$ cat config.mk
export PLATFORM = sky130hd
export DESIGN_NAME = pmc_power_mode_clock_control
export DESIGN_NICKNAME = d
export VERILOG_FILES = /design/src/pkg/pmc_pkg.sv /design/src/rtl/pmc_power_mode_clock_control.sv
export SDC_FILE = /design/constraint.sdc
export NUM_CORES = 1
export LEC_CHECK = 0
export BUFFER_PORTS_ARGS = -buffer_cell sky130_fd_sc_hd__buf_2
export CAP_MARGIN = 25
export CORE_MARGIN = 5
export CORE_UTILIZATION = 45
export CTS_BUF_LIST = sky130_fd_sc_hd__clkbuf_4
export DETAILED_ROUTE_END_ITERATION = 8
export GPL_ROUTABILITY_DRIVEN = 0
export MAX_ROUTING_LAYER = met4
export PLACE_DENSITY = 0.68
export SLEW_MARGIN = 5
export SYNTH_ARGS = -nofsm -noshare
export SYNTH_HDL_FRONTEND = slang
export SYNTH_SLANG_ARGS = --single-unit
$ cat constraint.sdc
create_clock -name core_clk_in -period 3.4 [get_ports core_clk_in]
set_input_delay 0.17 -clock core_clk_in [delete_from_list [all_inputs] [get_ports core_clk_in]]
set_output_delay 0.17 -clock core_clk_in [all_outputs]
set_load 0.1 [all_outputs]
$ cat src/pkg/pmc_pkg.sv
package pmc_pkg;
    // register byte offsets
    localparam logic [7:0] PMC_OFS_CTRL_ONE = 8'h00;
    localparam logic [7:0] PMC_OFS_CTRL_TWO = 8'h04;
    localparam logic [7:0] PMC_OFS_CTRL_THREE = 8'h08;
    localparam logic [7:0] PMC_OFS_HALT_ONE = 8'h0c;
    localparam logic [7:0] PMC_OFS_HALT_TWO = 8'h10;
    localparam logic [7:0] PMC_OFS_HALT_FOUR = 8'h14;
    localparam logic [7:0] PMC_OFS_STATUS = 8'h18;
    // writable bit masks (reserved bits read 0)
    localparam logic [7:0] PMC_MASK_CTRL_ONE = 8'hf8;
    localparam logic [7:0] PMC_MASK_CTRL_THREE = 8'h80;
    localparam logic [7:0] PMC_MASK_HALT_ONE = 8'h6b;
    localparam logic [7:0] PMC_MASK_HALT_TWO = 8'h91;
    localparam logic [7:0] PMC_MASK_HALT_FOUR = 8'he0;
    // reset values
    localparam logic [7:0] PMC_RST_CTRL_ONE = 8'h00;
    localparam logic [7:0] PMC_RST_CTRL_TWO = 8'h00;
    localparam logic [7:0] PMC_RST_CTRL_THREE = 8'h80;
    localparam logic [7:0] PMC_RST_HALT = 8'h00;
    // field positions
    localparam int PMC_BIT_STANDBY = 7;
    localparam int PMC_BIT_WAIT_LO = 4;
    localparam int PMC_BIT_NOISE = 3;
    localparam int PMC_BIT_SLEEP_SEL = 7;
    localparam int PMC_BIT_LOW_SPEED = 6;
    localparam int PMC_BIT_DIRECT = 5;
    localparam int PMC_BIT_ACT_DIV = 2;
    localparam int PMC_BIT_WAIT_TOP = 7;
    localparam int PMC_BIT_HALT_WDT = 3;
    // wait cycle counts
    localparam logic [17:0] PMC_WAIT_8K = 18'h0_2000;
    localparam logic [17:0] PMC_WAIT_16K = 18'h0_4000;
    localparam logic [17:0] PMC_WAIT_32K = 18'h0_8000;
    localparam logic [17:0] PMC_WAIT_64K = 18'h1_0000;
    localparam logic [17:0] PMC_WAIT_128K = 18'h2_0000;
    localparam logic [17:0] PMC_WAIT_1K = 18'h0_0400;
    localparam logic [17:0] PMC_WAIT_128 = 18'h0_0080;
    localparam logic [17:0] PMC_WAIT_16 = 18'h0_0010;
    localparam logic [17:0] PMC_WAIT_4K = 18'h0_1000;
    localparam logic [17:0] PMC_WAIT_2K = 18'h0_0800;
    localparam logic [17:0] PMC_WAIT_512 = 18'h0_0200;
    // noise sampling divisors minus one
    localparam logic [3:0] PMC_NOISE_DIV16 = 4'hf;
    localparam logic [3:0] PMC_NOISE_DIV4 = 4'h3;
    // sleep target modes
    typedef enum logic [2:0] {
        PMC_MODE_ACTIVE,
        PMC_MODE_SLEEP,
        PMC_MODE_SUBSLEEP,
        PMC_MODE_STANDBY,
        PMC_MODE_SUBACTIVE
    } pmc_mode_t;
endpackage

$ cat src/rtl/pmc_power_mode_clock_control.sv
`timescale 1ns/1ps
module pmc_power_mode_clock_control
    import pmc_pkg::*;
(
    // clock and reset
    input wire logic core_clk_in,
    input wire logic rst_in,
    // ahb-lite slave
    input wire logic hsel_in,
    input wire logic [7:0] haddr_in,
    input wire logic [1:0] htrans_in,
    input wire logic hwrite_in,
    input wire logic [2:0] hsize_in,
    input wire logic [31:0] hwdata_in,
    input wire logic hready_in,
    output logic [31:0] hrdata_out,
    output logic hreadyout_out,
    output logic hresp_out,
    // sleep instruction and wake events
    input wire logic sleep_exec_in,
    input wire logic wake_osc_start_in,
    input wire logic wake_to_external_in,
    input wire logic switch_start_in,
    input wire logic wdt_onchip_clock_in,
    // oscillator cycle ticks, asynchronous to core clock
    input wire logic osc_ext_tick_in,
    input wire logic osc_rc_tick_in,
    // mode and clock results
    output pmc_mode_t target_mode_out,
    output logic [2:0] active_div_out,
    output logic [1:0] sub_div_out,
    output logic clock_release_out,
    output logic noise_sample_tick_out,
    output logic [10:0] module_halt_out
);
    // power mode and clock control
    // - holds the power control and module halt registers
    // - decodes the sleep target mode at each sleep pulse
    // - latches the clock dividers at each sleep pulse
    // - times oscillator settling on wake and on clock switch
    // - makes the watch clock sampling strobe
    // - drives the per module halt lines

    // register map, one byte per aligned word, upper bytes read zero
    // 0x00 ctrl_one: power control one
    //   bit 7 software standby, picks standby on sleep
    //   bits 6:4 low wait select bits
    //   bit 3 noise sample rate select
    //   bits 2:0 reserved, read zero
    // 0x04 ctrl_two: power control two
    //   bit 7 sleep variant select
    //   bit 6 low speed on
    //   bit 5 direct transition on
    //   bits 4:2 active divider code
    //   bits 1:0 sub divider code
    // 0x08 ctrl_three: power control three
    //   bit 7 top wait select bit, resets to one
    //   bits 6:0 reserved, read zero
    // 0x0c halt_one: module halt one
    //   bit 6 i2c unit
    //   bit 5 serial interface a
    //   bit 3 watchdog
    //   bit 1 timer v
    //   bit 0 real-time clock
    //   bits 7, 4, 2 reserved, read zero
    // 0x10 halt_two: module halt two
    //   bit 7 serial interface b
    //   bit 4 timer b
    //   bit 0 pwm
    //   bits 6:5 and 3:1 reserved, read zero
    // 0x14 halt_four: module halt four
    //   bit 7 timer c
    //   bit 6 adc
    //   bit 5 timer d0
    //   bits 4:0 reserved, read zero
    // 0x18 status: target mode, read only
    // any other offset reads zero, writes are dropped

    // register storage
    logic [7:0] ctrl_one;
    logic [7:0] ctrl_two;
    logic [7:0] ctrl_three;
    logic [7:0] halt_one;
    logic [7:0] halt_two;
    logic [7:0] halt_four;

    // data phase capture
    logic wr_pend;
    logic [7:0] wr_addr;
    logic [7:0] rd_data;

    // tick synchronisers and edges
    logic [2:0] ext_sync;
    logic [2:0] rc_sync;
    logic ext_edge;
    logic rc_edge;

    // wait counter
    logic [17:0] wait_cnt;
    logic wait_busy;
    logic wait_use_ext;
    logic wait_divided;
    logic [5:0] pre_cnt;
    logic [5:0] div_limit;
    logic [17:0] wait_cycles;
    logic count_tick;
    logic [3:0] noise_cnt;
    logic [3:0] next_noise_cnt;
    logic addr_phase;

    // accepted address phase
    assign addr_phase = hsel_in && htrans_in[1] && hready_in;
    assign hreadyout_out = 1'b1;
    assign hresp_out = 1'b0;

    // bus timing
    // - no wait states: hreadyout is tied high, responses are always okay
    // - write: address phase captured, data taken in the next cycle
    // - read: data registered at the address phase, stands in the data phase
    // - hsize is not decoded; every access is a whole word, low byte used
    // - back to back transfers are accepted
    // register write data phase tracking
    always_ff @(posedge core_clk_in) begin
        if (rst_in) begin
            wr_pend <= 1'b0;
            wr_addr <= 8'h00;
        end else if (hready_in) begin
            wr_pend <= addr_phase && hwrite_in;
            wr_addr <= haddr_in;
        end
    end

    // write path
    // each register keeps only its defined bits; reserved bits are
    // masked on the way in, so they always read zero
    // ctrl_two has no reserved bits and takes the whole byte
    // a write to status or an unmapped offset changes nothing
    // register writes; reserved bits held at 0
    always_ff @(posedge core_clk_in) begin
        if (rst_in) begin
            ctrl_one <= PMC_RST_CTRL_ONE;
            ctrl_two <= PMC_RST_CTRL_TWO;
            ctrl_three <= PMC_RST_CTRL_THREE;
            halt_one <= PMC_RST_HALT;
            halt_two <= PMC_RST_HALT;
            halt_four <= PMC_RST_HALT;
        end else if (wr_pend) begin
            case (wr_addr)
                PMC_OFS_CTRL_ONE: ctrl_one <= hwdata_in[7:0] & PMC_MASK_CTRL_ONE;
                PMC_OFS_CTRL_TWO: ctrl_two <= hwdata_in[7:0];
                PMC_OFS_CTRL_THREE: ctrl_three <= hwdata_in[7:0] & PMC_MASK_CTRL_THREE;
                PMC_OFS_HALT_ONE: halt_one <= hwdata_in[7:0] & PMC_MASK_HALT_ONE;
                PMC_OFS_HALT_TWO: halt_two <= hwdata_in[7:0] & PMC_MASK_HALT_TWO;
                PMC_OFS_HALT_FOUR: halt_four <= hwdata_in[7:0] & PMC_MASK_HALT_FOUR;
                default: ;
            endcase
        end
    end

    // read path
    // the mux looks at the address phase address; its result is
    // registered and then stands until the next read address phase
    // writes in the same data phase do not disturb the held read data
    // read mux, unmapped reads zero
    always_comb begin
        case (haddr_in)
            PMC_OFS_CTRL_ONE: rd_data = ctrl_one;
            PMC_OFS_CTRL_TWO: rd_data = ctrl_two;
            PMC_OFS_CTRL_THREE: rd_data = ctrl_three;
            PMC_OFS_HALT_ONE: rd_data = halt_one;
            PMC_OFS_HALT_TWO: rd_data = halt_two;
            PMC_OFS_HALT_FOUR: rd_data = halt_four;
            PMC_OFS_STATUS: rd_data = {5'h00, target_mode_out};
            default: rd_data = 8'h00;
        endcase
    end

    // read data registered for the data phase
    always_ff @(posedge core_clk_in) begin
        if (rst_in) begin
            hrdata_out <= 32'h0000_0000;
        end else if (addr_phase && !hwrite_in) begin
            hrdata_out <= {24'h00_0000, rd_data};
        end
    end

    // sleep target table
    // direct  standby  variant  low speed -> mode
    //   1        x        x        0      -> active, direct
    //   1        x        x        1      -> subactive, direct
    //   0        1        x        x      -> standby
    //   0        0        1        x      -> subsleep
    //   0        0        0        x      -> sleep
    // the mode is held until the next sleep pulse
    // sleep target decode
    always_ff @(posedge core_clk_in) begin
        if (rst_in) begin
            target_mode_out <= PMC_MODE_ACTIVE;
        end else if (sleep_exec_in) begin
            if (ctrl_two[PMC_BIT_DIRECT]) begin
                target_mode_out <= ctrl_two[PMC_BIT_LOW_SPEED] ? PMC_MODE_SUBACTIVE
                                                               : PMC_MODE_ACTIVE;
            end else if (ctrl_one[PMC_BIT_STANDBY]) begin
                target_mode_out <= PMC_MODE_STANDBY;
            end else if (ctrl_two[PMC_BIT_SLEEP_SEL]) begin
                target_mode_out <= PMC_MODE_SUBSLEEP;
            end else begin
                target_mode_out <= PMC_MODE_SLEEP;
            end
        end
    end

    // divider codes in effect
    // active: 0xx undivided, 100 /8, 101 /16, 110 /32, 111 /64
    // sub: 00 /8, 01 /4, 1x /2 of the watch clock
    // software may rewrite the fields at any time; the running clock
    // keeps the old ratio until the next sleep pulse, so a half written
    // pair of fields never reaches the clock tree
    // dividers latched only at the sleep instruction
    always_ff @(posedge core_clk_in) begin
        if (rst_in) begin
            active_div_out <= 3'h0;
            sub_div_out <= 2'h0;
        end else if (sleep_exec_in) begin
            active_div_out <= ctrl_two[PMC_BIT_ACT_DIV +: 3];
            sub_div_out <= ctrl_two[1:0];
        end
    end

    // wait codes, top bit then low three bits
    // x000 8192, x001 16384, x010 32768, x011 65536, x100 131072
    // 1101 1024, 1110 128, 1111 16
    // 0101 4096, 0110 2048, 0111 512
    // the top bit only matters for the three highest low codes
    // wait count decode
    always_comb begin
        case (ctrl_one[PMC_BIT_WAIT_LO +: 3])
            3'h0: wait_cycles = PMC_WAIT_8K;
            3'h1: wait_cycles = PMC_WAIT_16K;
            3'h2: wait_cycles = PMC_WAIT_32K;
            3'h3: wait_cycles = PMC_WAIT_64K;
            3'h4: wait_cycles = PMC_WAIT_128K;
            3'h5: wait_cycles = ctrl_three[PMC_BIT_WAIT_TOP] ? PMC_WAIT_1K : PMC_WAIT_4K;
            3'h6: wait_cycles = ctrl_three[PMC_BIT_WAIT_TOP] ? PMC_WAIT_128 : PMC_WAIT_2K;
            default: wait_cycles = ctrl_three[PMC_BIT_WAIT_TOP] ? PMC_WAIT_16 : PMC_WAIT_512;
        endcase
    end

    // prescaler limit, the divide ratio minus one
    // an undivided setting gives limit zero, one count per rc tick
    // active divider ratio minus one
    always_comb begin
        case (active_div_out)
            3'h4: div_limit = 6'd7;
            3'h5: div_limit = 6'd15;
            3'h6: div_limit = 6'd31;
            3'h7: div_limit = 6'd63;
            default: div_limit = 6'd0;
        endcase
    end

    // oscillator ticks arrive from other clock domains; each passes two
    // flops before the edge detect; the third flop only holds the old
    // level for the edge compare
    // the tick must stay high and low for at least one core cycle each,
    // or edges are lost and the waits run long
    // reset clears all stages to the idle low level, so no false edge
    // oscillator tick synchronisers; stage 0 read only by stage 1
    always_ff @(posedge core_clk_in) begin
        if (rst_in) begin
            ext_sync <= 3'h0;
            rc_sync <= 3'h0;
        end else begin
            ext_sync <= {ext_sync[1:0], osc_ext_tick_in};
            rc_sync <= {rc_sync[1:0], osc_rc_tick_in};
        end
    end
    assign ext_edge = ext_sync[1] && !ext_sync[2];
    assign rc_edge = rc_sync[1] && !rc_sync[2];

    // count source selection
    // wake to external: external ticks, undivided
    // wake to rc: rc ticks, undivided
    // clock switch: rc ticks, one count per divider period
    // the prescaler compare uses the latched divider limit
    // count source: wake uses undivided new source, switch uses divided rc
    assign count_tick = wait_use_ext ? ext_edge
                      : (rc_edge && (!wait_divided || pre_cnt == div_limit));

    // wait counter behaviour
    // - a wake start loads the decoded count and drops clock release
    // - wake waits count every synced tick of the new source, undivided
    // - switch waits count rc ticks through the active divider prescaler
    // - the divider used is the one latched at the last sleep pulse
    // - release rises the cycle after the last counted tick
    // - a start seen while busy is ignored, the running wait wins
    // - a wake start and a switch start in one cycle: wake wins
    // hazard: a dead source oscillator keeps the wait busy forever;
    // the counter has no watchdog of its own by design
    // the prescaler restarts from zero on every start, so a switch
    // wait is a whole number of divided cycles, never a partial one
    // wait down counter and clock release
    always_ff @(posedge core_clk_in) begin
        if (rst_in) begin
            wait_cnt <= 18'h0_0000;
            wait_busy <= 1'b0;
            wait_use_ext <= 1'b0;
            wait_divided <= 1'b0;
            pre_cnt <= 6'd0;
        end else if (!wait_busy && wake_osc_start_in) begin
            wait_cnt <= wait_cycles;
            wait_busy <= 1'b1;
            wait_use_ext <= wake_to_external_in;
            wait_divided <= 1'b0;
            pre_cnt <= 6'd0;
        end else if (!wait_busy && switch_start_in) begin
            wait_cnt <= wait_cycles;
            wait_busy <= 1'b1;
            wait_use_ext <= 1'b0;
            wait_divided <= 1'b1;
            pre_cnt <= 6'd0;
        end else if (wait_busy) begin
            if (wait_divided && rc_edge) begin
                pre_cnt <= (pre_cnt == div_limit) ? 6'd0 : pre_cnt + 6'd1;
            end
            if (count_tick) begin
                wait_cnt <= wait_cnt - 18'h0_0001;
                if (wait_cnt == 18'h0_0001) begin
                    wait_busy <= 1'b0;
                end
            end
        end
    end
    assign clock_release_out = !wait_busy;

    // noise sample strobe
    // counts rc ticks and pulses once per 16 (select 0) or 4 (select 1)
    // a count left above the new limit after a select change wraps at
    // once instead of running round the whole four bit range
    // the strobe lasts exactly one core cycle
    // watch clock sampling strobe from rc ticks
    always_comb begin
        next_noise_cnt = noise_cnt + 4'h1;
        if (noise_cnt >= (ctrl_one[PMC_BIT_NOISE] ? PMC_NOISE_DIV4 : PMC_NOISE_DIV16)) begin
            next_noise_cnt = 4'h0;
        end
    end

    // sample counter and strobe register
    always_ff @(posedge core_clk_in) begin
        if (rst_in) begin
            noise_cnt <= 4'h0;
            noise_sample_tick_out <= 1'b0;
        end else begin
            noise_sample_tick_out <= 1'b0;
            if (rc_edge) begin
                noise_cnt <= next_noise_cnt;
                noise_sample_tick_out <= (next_noise_cnt == 4'h0);
            end
        end
    end

    // module halt bit order on the output
    // [10] timer c  [9] adc  [8] timer d0  [7] serial b  [6] timer b
    // [5] pwm  [4] i2c  [3] serial a  [2] watchdog  [1] timer v  [0] rtc
    // the watchdog halt is dropped while it counts the on-chip clock,
    // so the watchdog cannot be stopped by software in that setting
    // module halt outputs
    always_ff @(posedge core_clk_in) begin
        if (rst_in) begin
            module_halt_out <= 11'h000;
        end else begin
            module_halt_out <= {halt_four[7:5], halt_two[7], halt_two[4], halt_two[0],
                                halt_one[6], halt_one[5],
                                halt_one[PMC_BIT_HALT_WDT] && !wdt_onchip_clock_in,
                                halt_one[1], halt_one[0]};
        end
    end
endmodule

# Word-level counts from Yosys, hierarchy flattened
# Cells that the tools add are included.
op_classes:
  n_addsub: 3
  magnitude_cmp: 1
  n_eq_ne: 23
  n_mux: 25
  bitwise: 1
  reduce_logical: 36
op_table:
  columns: ["operator", "count"]
  rows:
  - ["$pmux 18 s7", 1]
  - ["$mux 18", 4]
  - ["$pmux 8 s7", 1]
  - ["$eq 8x5->1 const B", 5]
  - ["$eq 8x4->1 const B", 4]
  - ["$pmux 6 s4", 1]
  - ["$eq 3x3->1 const B", 7]
  - ["$eq 18x1->1 const B", 1]
  - ["$sub 18x1->18 const B", 1]
  - ["$eq 8x3->1 const B", 2]
  - ["$logic_not 8->1", 2]
  - ["$reduce_and 2->1", 8]
  - ["$mux 13", 1]
  - ["$mux 12", 1]
  - ["$logic_and 1x1->1", 11]
  - ["$mux 10", 1]
  - ["$mux 1", 8]
  - ["$mux 4", 2]
  - ["$add 6x1->6 const B", 1]
  - ["$eq 3x2->1 const B", 2]
  - ["$eq 6x6->1", 1]
  - ["$logic_not 1->1", 6]
  - ["$mux 3", 2]
  - ["$mux 6", 1]
  - ["other kinds (12)", 15]
totals:
  regBits: 99
  wordCells: 111

# Longest topological paths before layout
# Gate-level depths: netlist of the first run.
depth:
  word_depth: 10
  mapped_depth: 7
  ltp_nobuf: 6

# Least setup slack after synthesis of the first run
# No wires, ideal clock.
synth_path:
  kind: "flip-flop to flip-flop"
  startpoint: "reg active_div_out[1]"
  endpoint: "reg wait_cnt[10]"
  t_arrival_ps: 2669
  slack_ps: 613
  stages_incl_launch_ff: 7
  n_path_buf: 0
  period_less_slack_ps: 2787
  cell_sequence: "dfxtp_1 -> o21bai_1 -> a22oi_1 -> nor4_1 -> a21oi_1 -> or4_2 -> a32o_1"
synth_between:
  elab_chain_len: 8
  word_cells_on_any_way: 11
synth_rtl:
  columns: ["element", "line_no", "source"]
  rows:
  - ["from (decl)", "pmc_power_mode_clock_control.sv:30", "output logic [2:0] active_div_out,"]
  - ["from (signal assigned)", "pmc_power_mode_clock_control.sv:225", "active_div_out <= ctrl_two[PMC_BIT_ACT_DIV +: 3];"]
  - ["$eq 3x3->1", "pmc_power_mode_clock_control.sv:253", "case (active_div_out)"]
  - ["$pmux 6 s4 (*)", "pmc_power_mode_clock_control.sv:253", null]
  - ["$eq 6x6->1 (*)", "pmc_power_mode_clock_control.sv:288", ": (rc_edge && (!wait_divided || pre_cnt == div_limit));"]
  - ["$logic_or 1x1->1 (*)", "pmc_power_mode_clock_control.sv:288", null]
  - ["$logic_and 1x1->1 (*)", "pmc_power_mode_clock_control.sv:288", null]
  - ["$mux 1 (*)", "pmc_power_mode_clock_control.sv:287", "assign count_tick = wait_use_ext ? ext_edge"]
  - ["$reduce_bool 3->1 (no line) (*)", null, null]
  - ["$reduce_and 2->1 (no line) (*)", null, null]
  - ["to (signal assigned)", "pmc_power_mode_clock_control.sv:311", "wait_cnt <= wait_cycles;"]
  - ["to (signal assigned)", "pmc_power_mode_clock_control.sv:317", "wait_cnt <= wait_cycles;"]
  - ["to (signal assigned)", "pmc_power_mode_clock_control.sv:327", "wait_cnt <= wait_cnt - 18'h0_0001;"]
  - ["to (decl)", "pmc_power_mode_clock_control.sv:99", "logic [17:0] wait_cnt;"]
# Every way passes the cells marked *; elsewhere a longest branch is shown, timed or not.
# A chain may end at the register's enable or synchronous reset.

# Worst setup path in the final report of the first run
layout_path:
  startpoint: "reg wait_cnt[8]"
  endpoint: "reg wait_cnt[16]"
layout_between:
  elab_chain_len: 5
layout_rtl:
  columns: ["element", "line_no", "source"]
  rows:
  - ["$sub 18x1->18", "pmc_power_mode_clock_control.sv:327", null]
  - ["$mux 18", "pmc_power_mode_clock_control.sv:326", "if (count_tick) begin"]
  - ["$mux 18", "pmc_power_mode_clock_control.sv:322", "end else if (wait_busy) begin"]
  - ["$mux 18", "pmc_power_mode_clock_control.sv:316", "end else if (!wait_busy && switch_start_in) begin"]
  - ["$mux 18", "pmc_power_mode_clock_control.sv:310", "end else if (!wait_busy && wake_osc_start_in) begin"]
# Every way passes these cells. The select of a mux whose other input is x is not followed.

==> results of run 1 <==
per-layer routing:
layer  part of all wire  vias to the layer above  GRT usage
met5                  0                        -          -
met4              0.028                        0     0.0821
met3              0.053                       26     0.0279
met2               0.47                      120      0.284
met1               0.45                     1791      0.223
li1                   -                     1909          -
cell families after synthesis:
family,after synthesis
XOR/XNOR,6
adder cells (fa/ha/maj),6
other,2
multiplexers,48
AO/OA/AOI/OAI,92
flip-flops,99
buffers and inverters,57
AND/OR/NAND/NOR,203
registers in the layout (all words and copies together), names as in the netlist, 2 cells and up:
name,count
hrdata_out,8
halt_two,3
sub_div_out,2
halt_four,3
pre_cnt,6
module_halt_out,11
wait_cnt,18
halt_one,5
noise_cnt,4
ext_sync,3
ctrl_two,8
active_div_out,3
target_mode_out,3
ctrl_one,5
wr_addr,8
rc_sync,3
placed cells by master, fill, tap and decap left out, types with 5 or more instances in the layout:
cell type	count
nor2_1	80
buf_4	6
clkbuf_4	9
conb_1	26
mux2_2	6
inv_1	9
nor3b_1	5
o21ai_0	14
ha_1	6
nand2_1	25
nand4b_1	6
a21oi_1	21
dlygate4sd3_1	17
nand3_1	13
nand2b_1	9
a31oi_1	7
nor4_1	6
nor2b_1	24
buf_2	57
dfxtp_1	99
o31ai_1	8
a311oi_1	7
mux2i_1	42
nor3_1	10
a22oi_1	12
timing repair:
action / CTS / global route
hold endpoints to repair: 19 / 0
hold buffers: 17 / 0
setup endpoints to repair: 0 / 0
area by class of cell:
class,count,area (um2)
inverters,9,33.8
multi-input cells,381,2350
well taps,133,166
clock buffers,9,67.6
flip-flops and latches,99,1980
clock inverters,7,60.1
repair buffers,80,500
fillers,939,4660
worst max path at each step:
| stage | cells past startpoint | from | endpoint | slack [ns] |
|---|---|---|---|---|
| 2_1_floorplan | 6 | active_div_out[1] | wait_cnt[10] | 0.61 |
| 3_3_place_gp | 5 | wait_cnt[8] | wait_cnt[16] | 0.90 |
| 3_5_place_dp | 5 | wait_cnt[8] | wait_cnt[16] | 0.83 |
| 4_1_cts | 5 | wait_cnt[8] | wait_cnt[16] | 0.79 |
| 5_1_grt | 5 | wait_cnt[8] | wait_cnt[16] | 0.64 |
| 6_report | 5 | wait_cnt[8] | wait_cnt[16] | 0.78 |
power by group through the flow:
| stage | Combinational [mW] | Sequential (mW) | Clock (mW) |
|---|---|---|---|
| floorplan | 0.314 | 1.24 | 0 |
| global placement | 0.354 | 1.24 | 0 |
| detailed placement | 0.363 | 1.24 | 0 |
| CTS | 0.378 | 1.21 | 0.609 |
| global route | 0.409 | 1.22 | 0.656 |
| finish | 0.380 | 1.21 | 0.585 |
per-stage QoR:
step / power (mW) / instance area [um2] / util
floorplan: 1.55 / 4650 / -
global placement: 1.59 / 4860 / 0.495
detailed placement: 1.60 / 4860 / 0.495
CTS: 2.20 / 5160 / 0.526
global route: 2.28 / 5160 / 0.526
finish: 2.18 / 5160 / 0.526
worst max-delay path, cell delays in order (launching register included):
cell,delay (ns)
dfxtp_1,0.37
or3_4,0.43
or4_1,0.55
or3_4,0.41
or4_1,0.51
a311oi_1,0.27
==> impl_metrics.env, run 1 <==
export IMPL_grt_pass1_wl_mm=18.1
export IMPL_die_area_mm2=0.0122
export IMPL_place_ws_ns=0.830
export IMPL_cp_max_fo=6
export IMPL_setup_viol=0
export IMPL_wl_per_cell_um=14.6
export IMPL_synthTopCellsByCount="dfxtp_1 (99), nor2_1 (80), mux2i_1 (42)"
export IMPL_max_freq_mhz=381
export IMPL_grt_pass1_vias=3813
export IMPL_synth_ff_type="dfxtp_1"
export IMPL_cts_root_buf="clkbuf_4"
export IMPL_startpoint_type="flip-flop"
export IMPL_ys_warn_count=0
export IMPL_drive_gt1_frac=0.159
export IMPL_ys_seq_area_frac=0.435
export IMPL_tightest_slew_ns=0.903
export IMPL_clk_latency_ns=0.45
export IMPL_async_flop_share=0
export IMPL_whs_ns=0.0292
export IMPL_synth_top_area_share=0.435
export IMPL_finalWorstSetupSlack_ns=0.776
export IMPL_slew_headroom=0.398
export IMPL_vias_per_cell=5.36
export IMPL_core_area_mm2=0.00982
export IMPL_whs_path_depth=3
export IMPL_hold_viol_final=0
export IMPL_grt_max_degree=50
export IMPL_comb_power_share=0.174
export IMPL_finClkSkew_ns=0.0198
export IMPL_ios=112
export IMPL_outcome="finished, final reports clean"
export IMPL_synth_most_common_cell="dfxtp_1"
export IMPL_hold_path_class="in2reg"
export IMPL_dr_total_vias=3846
export IMPL_period_needed_ns=2.62
export IMPL_synthSimpleGateAreaFrac=0.225
export IMPL_drc=0
export IMPL_die_height_um=111
export IMPL_synthXorXnorAreaFrac=0.0115
export IMPL_initial_core_util=0.464
export IMPL_powerDensity_mw_per_mm2=422
export IMPL_p_seq_frac=0.557
export IMPL_routed_wl_mm=10.5
export IMPL_synth_area_leaders="dfxtp_1 (43%), mux2i_1 (9.2%), nor2_1 (6.6%)"
export IMPL_synth_area_leader_cell="dfxtp_1"
export IMPL_switching_share=0.334
export IMPL_avgSynthCellArea_um2=8.88
export IMPL_critPathCaptureType="flip-flop"
export IMPL_cts_setup_buffers=0
export IMPL_whs_endpoint="halt_four[5]"
export IMPL_power_switching_mw=0.728
export IMPL_syn_to_final_growth_pct=13.3
export IMPL_synth_edff_count=0
export IMPL_n_antenna_cell=0
export IMPL_reg2reg_depth=5
export IMPL_yosys_mux_area_fraction=0.107
export IMPL_critPathKind="reg2reg"
export IMPL_synth_top_family_by_area="simple AND/OR/NAND/NOR gates"
export IMPL_drtIter0Drc=135
export IMPL_ir_drop_mv=0.240
export IMPL_overflow=0
export IMPL_drtPass1Iterations=5
export IMPL_regToRegEndpoint="wait_cnt[16]"
export IMPL_cts_tree="done"
export IMPL_syn_area_mm2=0.00456
export IMPL_dieWidth_um=111
export IMPL_fin_nets=643
export IMPL_clk_pin_slew_ns=0.15
export IMPL_finalCritPeriodShare=0.772
export IMPL_min_from="hwdata_in[5]"
export IMPL_rsz0062_at_grt="false"
export IMPL_required_ns=3.75
export IMPL_synth_compound_area_frac=0.134
export IMPL_report_final_slew_viol_count=0
export IMPL_clock_path_buffers=2
export IMPL_r2r_setup_slack_ns=0.78
export IMPL_setup_tns_ns=0
export IMPL_r2r_start="wait_cnt[8]"
export IMPL_clock_sinks=99
export IMPL_grt_antenna_before_repair=0
export IMPL_pwr_share_clk=0.268
export IMPL_h_tree_depth=3
export IMPL_grt_usage=0.179
export IMPL_p_int_mw=1.45
export IMPL_yosysUniqueCellTypes=50
export IMPL_synth_adder_area_share=0.0165
export IMPL_fin_cells=718
export IMPL_postSynthCellCount=513
export IMPL_cp_data_arrival_time_ns=2.98
export IMPL_dp_cells=685
export IMPL_ys_ff_latch=99
export IMPL_postRouteAntennaNets=0
export IMPL_leakage_nw=2.14
export IMPL_place_detailed_hpwl_mm=7.31
export IMPL_port_buffers=57
export IMPL_cts_repair_resized=0
export IMPL_num_rows=36
export IMPL_cts_buffers=9
export IMPL_cap_violations=0
Note: power is estimated with default switching activity, not from simulation.
==> inputs of run 2 (changes only) <==
- ABC_AREA: not set -> 1
- PLACE_DENSITY: 0.68 -> 0.7
- clock period: 3.4 -> 2.1 ns (I/O delays scaled with it)
==> impl_metrics.env, run 2 <==
export IMPL_grt_usage=0.194
export IMPL_avgSynthCellArea_um2=6.98
export IMPL_slowest_stage="dlygate4sd3_1"
export IMPL_syn_area_mm2=0.00481
export IMPL_syn_to_final_growth_pct=16.0
export IMPL_h_tree_depth=3
export IMPL_mostFrequentLayoutCell="nand2_1"
export IMPL_cp_slowest_stage_delay_ns=0.55
export IMPL_n_antenna_cell=0
export IMPL_drc=0
export IMPL_postRouteAntennaNets=0
export IMPL_die_height_um=113
export IMPL_async_flop_share=0
export IMPL_die_area_mm2=0.0128
export IMPL_power_switching_mw=1.34
export IMPL_ys_seq_area_frac=0.412
export IMPL_synth_ff_type="dfxtp_1"
export IMPL_regMostFlops="wait_cnt"
export IMPL_reg2reg_depth=9
export IMPL_finClkSkew_ns=0.0172
export IMPL_dr_total_vias=4563
export IMPL_clk_latency_ns=0.46
export IMPL_fin_nets=838
export IMPL_largest_reg_flops=18
export IMPL_path_buf_inv=5
export IMPL_postSynthCellCount=689
export IMPL_hold_viol_final=0
export IMPL_p_seq_frac=0.529
export IMPL_grt_pass1_wl_mm=20.0
export IMPL_place_detailed_hpwl_mm=8.46
export IMPL_report_final_slew_viol_count=0
export IMPL_regToRegEndpoint="wait_cnt[10]"
export IMPL_top_regs="wait_cnt (18), module_halt_out (11)"
export IMPL_worstPathCellList="dlygate4sd3_1 -> buf_2 -> inv_1 -> buf_12 -> o21ai_0 -> a21oi_1 -> dlygate4sd3_1"
export IMPL_ys_ff_latch=99
export IMPL_p_int_mw=2.43
export IMPL_wl_per_cell_um=12.7
export IMPL_required_ns=2.51
export IMPL_drtIter0Drc=229
export IMPL_initial_core_util=0.463
export IMPL_comb_power_share=0.228
export IMPL_drtPass1Iterations=4
export IMPL_cp_data_arrival_time_ns=2.27
export IMPL_seqCellArea_mm2=0.00199
export IMPL_slew_headroom=0.610
export IMPL_clock_sinks=99
export IMPL_ys_warn_count=0
export IMPL_cts_buffers=9
export IMPL_startpoint_type="primary input"
export IMPL_pwr_share_clk=0.243
export IMPL_dieWidth_um=113
export IMPL_synth_edff_count=0
export IMPL_grt_antenna_before_repair=0
export IMPL_cp_max_fo=43
export IMPL_r2r_start="wait_cnt[0]"
export IMPL_clk_pin_slew_ns=0.15
export IMPL_ios=112
export IMPL_rsz0062_at_grt="false"
export IMPL_synth_most_common_cell="nand2_1"
export IMPL_ir_drop_mv=0.508
export IMPL_cp_common_cell="dlygate4sd3_1"
export IMPL_core_area_mm2=0.0104
export IMPL_grt_pass1_vias=4433
export IMPL_r2r_setup_slack_ns=0.28
export IMPL_num_rows=37
export IMPL_multiInputGateArea_mm2=0.00233
export IMPL_setup_tns_ns=0
export IMPL_tightest_slew_ns=0.583
export IMPL_min_from="hwrite_in"
export IMPL_whs_path_depth=4
export IMPL_critPathCaptureType="flip-flop"
export IMPL_drive_gt1_frac=0.128
export IMPL_cts_setup_buffers=0
export IMPL_synth_top_area_share=0.412
export IMPL_cts_tree="done"
export IMPL_switching_share=0.356
export IMPL_cap_violations=0
export IMPL_cts_root_buf="clkbuf_4"
export IMPL_synth_area_leader_cell="dfxtp_1"
export IMPL_powerDensity_mw_per_mm2=676
export IMPL_port_buffers=57
export IMPL_max_freq_mhz=539
export IMPL_finalCritPeriodShare=0.883
export IMPL_clock_path_buffers=2
export IMPL_critPathTopFamily="buffers and inverters"
export IMPL_overflow=0
export IMPL_leakage_nw=2.54
export IMPL_fillers=1000
export IMPL_whs_ns=0.0605
export IMPL_outcome="finished, final reports clean"
export IMPL_vias_per_cell=4.98
export IMPL_hold_path_class="in2reg"
export IMPL_critPathKind="in2reg"
export IMPL_routed_wl_mm=11.6
export IMPL_yosysUniqueCellTypes=41
export IMPL_synthTopCellsByCount="nand2_1 (119), nor2_1 (115), dfxtp_1 (99)"
export IMPL_layout_common_cells="nand2_1 (119), nor2_1 (115), dfxtp_1 (96), inv_1 (74), o21ai_0 (59)"
export IMPL_setup_viol=0
export IMPL_grt_max_degree=44
export IMPL_period_needed_ns=1.86
export IMPL_synth_area_leaders="dfxtp_1 (41%), nand2_1 (9.3%), nor2_1 (9.0%)"
export IMPL_whs_endpoint="hrdata_out[1]"
[run 2: area by class of cell]
class | instances | share of cell area
timing repair buffer | 95 | 0.119
clock buffer | 9 | 0.0121
clock inverter | 7 | 0.00943
sequential | 99 | 0.356
tap | 136 | 0.0305
multi-input combinational | 489 | 0.418
inverter | 81 | 0.0545
[run 2: power groups by stage]
stage | clock network (mW) | registers, mW | logic [mW]
after floorplan | 0 | 2.07 | 0.653
after global routing | 1.02 | 2.00 | 0.948
after global placement | 0 | 2.03 | 0.781
after CTS | 0.946 | 1.99 | 0.853
final | 0.916 | 1.99 | 0.860
after detailed placement | 0 | 2.03 | 0.800
[run 2: worst reg2reg max path, delay by kind of cell (launching register included)]
family                   cells  cell delay [ns]
AND/OR/NAND/NOR              5             0.76
AO/OA/AOI/OAI                2             0.23
buffers and inverters        1             0.17
flip-flops                   1             0.36
adder cells (fa/ha/maj)      1             0.22
[run 2: what timing repair did]
action | in CTS | in global routing
gates resized for setup | 0 | 0
endpoints found under the hold margin | 46 | 0
setup endpoints to repair | 0 | 0
hold buffers | 33 | 0
[run 2: per-stage QoR]
stage               std cells  cell area [um2]  setup slack [ns]  power [mW]  utilization
floorplan                 713             4900             0.271        2.72            -
global placement          867             5120             0.374        2.81        0.494
detailed placement        867             5120             0.297        2.83        0.494
CTS                       916             5580             0.282        3.79        0.538
global route              916             5580            0.0472        3.97        0.538
finish                    916             5580             0.245        3.77        0.538
[run 2: worst max-delay path by stage]
stage | startpoint | depth (start not counted) | to | slack, ns
2_1_floorplan | active_div_out[2] | 12 | wait_cnt[11] | 0.27
3_3_place_gp | wait_cnt[0] | 9 | wait_cnt[16] | 0.37
3_5_place_dp | wait_cnt[0] | 9 | wait_cnt[16] | 0.30
4_1_cts | wait_cnt[0] | 9 | wait_cnt[16] | 0.28
5_1_grt | wait_cnt[0] | 9 | wait_cnt[16] | 0.05
6_report | rst_in | 7 | wr_addr[2] | 0.24
[run 2: cell families (layout without fill, tap and decap cells)]
| family | count (synthesis) | in the layout | synth area share |
|---|---|---|---|
| other | 2 | 26 | 0.00156 |
| adders and majority gates | 6 | 6 | 0.0156 |
| buffers and inverters | 125 | 192 | 0.122 |
| AOI/OAI and AO/OA | 129 | 129 | 0.142 |
| xor gates and xnor gates | 9 | 9 | 0.0164 |
| and+or+nand+nor | 319 | 319 | 0.290 |
| DFF | 99 | 99 | 0.412 |
[run 2: per-layer routing]
layer,part of all wire,global-route usage,wire length (um),vias up
met4,0.027,0.0785,316,0
met5,0,-,0,-
met3,0.061,0.0401,705,27
li1,-,-,-,2353
met2,0.47,0.311,5460,143
met1,0.44,0.238,5160,2040
==> inputs of run 3 (changes only) <==
- ABC_AREA: 1 -> not set
- PLACE_DENSITY: 0.7 -> 0.71
==> impl_metrics.env, run 3 (synthesis results as in run 1) <==
export IMPL_outcome="finished, violations left"
export IMPL_violations="negative setup slack"
export IMPL_finalCritPeriodShare=1.01
export IMPL_grt_usage=0.187
export IMPL_port_buffers=57
export IMPL_post_route_util=0.571
export IMPL_die_height_um=111
export IMPL_vias_per_cell=5.34
export IMPL_drtIter0Drc=134
export IMPL_postRouteAntennaNets=0
export IMPL_finalWorstSetupSlack_ns=-0.0227
export IMPL_whs_endpoint="wr_addr[4]"
export IMPL_largest_reg_flops=18
export IMPL_powerDensity_mw_per_mm2=638
export IMPL_leakage_nw=2.35
export IMPL_clock_sinks=99
export IMPL_grt_pass1_vias=3960
export IMPL_top_regs="wait_cnt (18), module_halt_out (11)"
export IMPL_h_tree_depth=3
export IMPL_finClkSkew_ns=0.0178
export IMPL_cap_violations=0
export IMPL_slew_headroom=0.640
export IMPL_period_needed_ns=2.12
export IMPL_seqCellArea_mm2=0.00200
export IMPL_clk_pin_slew_ns=0.16
export IMPL_syn_to_final_growth_pct=23.0
export IMPL_max_freq_mhz=471
export IMPL_initial_core_util=0.464
export IMPL_min_from="haddr_in[4]"
export IMPL_drive_gt1_frac=0.248
export IMPL_drtPass1Iterations=4
export IMPL_cts_root_buf="clkbuf_4"
export IMPL_n_antenna_cell=0
export IMPL_cp_max_fo=2
export IMPL_mostFrequentLayoutCell="dfxtp_1"
export IMPL_reg2reg_depth=5
export IMPL_grt_use_met2=0.315
export IMPL_design_area_mm2=0.00560
export IMPL_startpoint_type="flip-flop"
export IMPL_dr_total_vias=4023
export IMPL_cp_data_arrival_time_ns=2.49
export IMPL_drc=0
export IMPL_report_final_slew_viol_count=0
export IMPL_regMostFlops="wait_cnt"
export IMPL_ir_drop_mv=0.359
export IMPL_r2r_setup_slack_ns=-0.02
export IMPL_r2r_start="wait_cnt[10]"
export IMPL_fillers=926
export IMPL_use_met1=0.226
export IMPL_grt_antenna_before_repair=0
export IMPL_grt_pass1_wl_mm=18.8
export IMPL_cts_tree="done"
export IMPL_grt_max_degree=45
export IMPL_clk_latency_ns=0.44
export IMPL_hold_viol_final=0
export IMPL_dieWidth_um=111
export IMPL_use_met3=0.0274
export IMPL_whs_path_depth=3
export IMPL_regToRegEndpoint="wait_cnt[16]"
export IMPL_die_area_mm2=0.0122
export IMPL_critPathKind="reg2reg"
export IMPL_cts_buffers=9
export IMPL_multiInputGateArea_mm2=0.00249
export IMPL_overflow=0
export IMPL_num_rows=36
export IMPL_fin_nets=679
export IMPL_tightest_slew_ns=0.541
export IMPL_setup_viol=2
export IMPL_rsz0062_at_grt="true"
export IMPL_required_ns=2.47
export IMPL_place_detailed_hpwl_mm=8.03
export IMPL_critPathCaptureType="flip-flop"
export IMPL_busiest_layer="met2"
export IMPL_placed_area_mm2=0.00514
export IMPL_routed_wl_mm=11.2
export IMPL_ios=112
export IMPL_clock_path_buffers=2
export IMPL_wl_per_cell_um=14.8
export IMPL_core_area_mm2=0.00982
export IMPL_hold_path_class="in2reg"
export IMPL_layout_common_cells="dfxtp_1 (90), nor2_1 (79), buf_2 (57), mux2i_1 (42), buf_4 (37)"
-- run 3: cell type report --
cell class                      count  area share
Timing Repair Buffer              116       0.142
Multi-Input combinational cell    381       0.445
Tap cell                          133      0.0297
Inverter                            9     0.00670
Clock inverter                      7     0.00781
Clock buffer                        9      0.0121
Sequential cell                    99       0.357
-- run 3: repair_timing --
action / in CTS / in global routing
buffers inserted: 2 / 1
hold buffers: 20 / 0
pin swaps: 9 / 1
hold endpoints to repair: 36 / 0
cloned: 0 / 0
gates resized for setup: 14 / 15
endpoints found under the setup margin: 9 / 22
-- run 3: worst max path at each step --
| stage | start | end | slack (ns) | depth (start not counted) |
|---|---|---|---|---|
| 4_1_cts | wait_cnt[10] | wait_cnt[16] | -0.04 | 5 |
| 5_1_grt | rc_sync[1] | wait_cnt[14] | -0.12 | 7 |
| 6_report | wait_cnt[10] | wait_cnt[16] | -0.02 | 5 |
| 3_5_place_dp | wait_cnt[9] | wait_cnt[16] | -0.21 | 5 |
| 3_3_place_gp | wait_cnt[9] | wait_cnt[16] | -0.16 | 5 |
| 2_1_floorplan | wait_cnt[10] | wait_cnt[16] | -0.29 | 6 |
-- run 3: critical path: stages (launching register included) --
cell and delay (ns):
dfxtp_2 0.34, or3_4 0.37, or4_4 0.42, or3_4 0.33
or4_1 0.39, a311oi_1 0.20
-- run 3: where the power goes --
group          internal, mW  switching, mW  leakage (nW)  total [mW]
clock                 0.239          0.632        0.0613       0.871
sequential             1.92         0.0451         0.808        1.97
combinational         0.237          0.500          1.48       0.737
-- run 3: metal layers --
layer,part of all wire,vias to the layer above
met3,0.047,20
met4,0.019,0
met2,0.50,110
li1,-,1984
met5,0,-
met1,0.44,1909
-- run 3: stage by stage --
step | hold WS, ns | setup slack [ns] | power, mW | TNS (ns) | cells
2_1_floorplan | 0.181 | -0.288 | 2.51 | -0.515 | 537
3_3_place_gp | 0.268 | -0.160 | 2.64 | -0.403 | 715
3_5_place_dp | 0.276 | -0.205 | 2.66 | -0.734 | 715
4_1_cts | 0.0207 | -0.0378 | 3.55 | -0.0501 | 753
5_1_grt | 0.0165 | -0.122 | 3.73 | -0.412 | 754
6_report | 0.0407 | -0.0227 | 3.58 | -0.0334 | 754
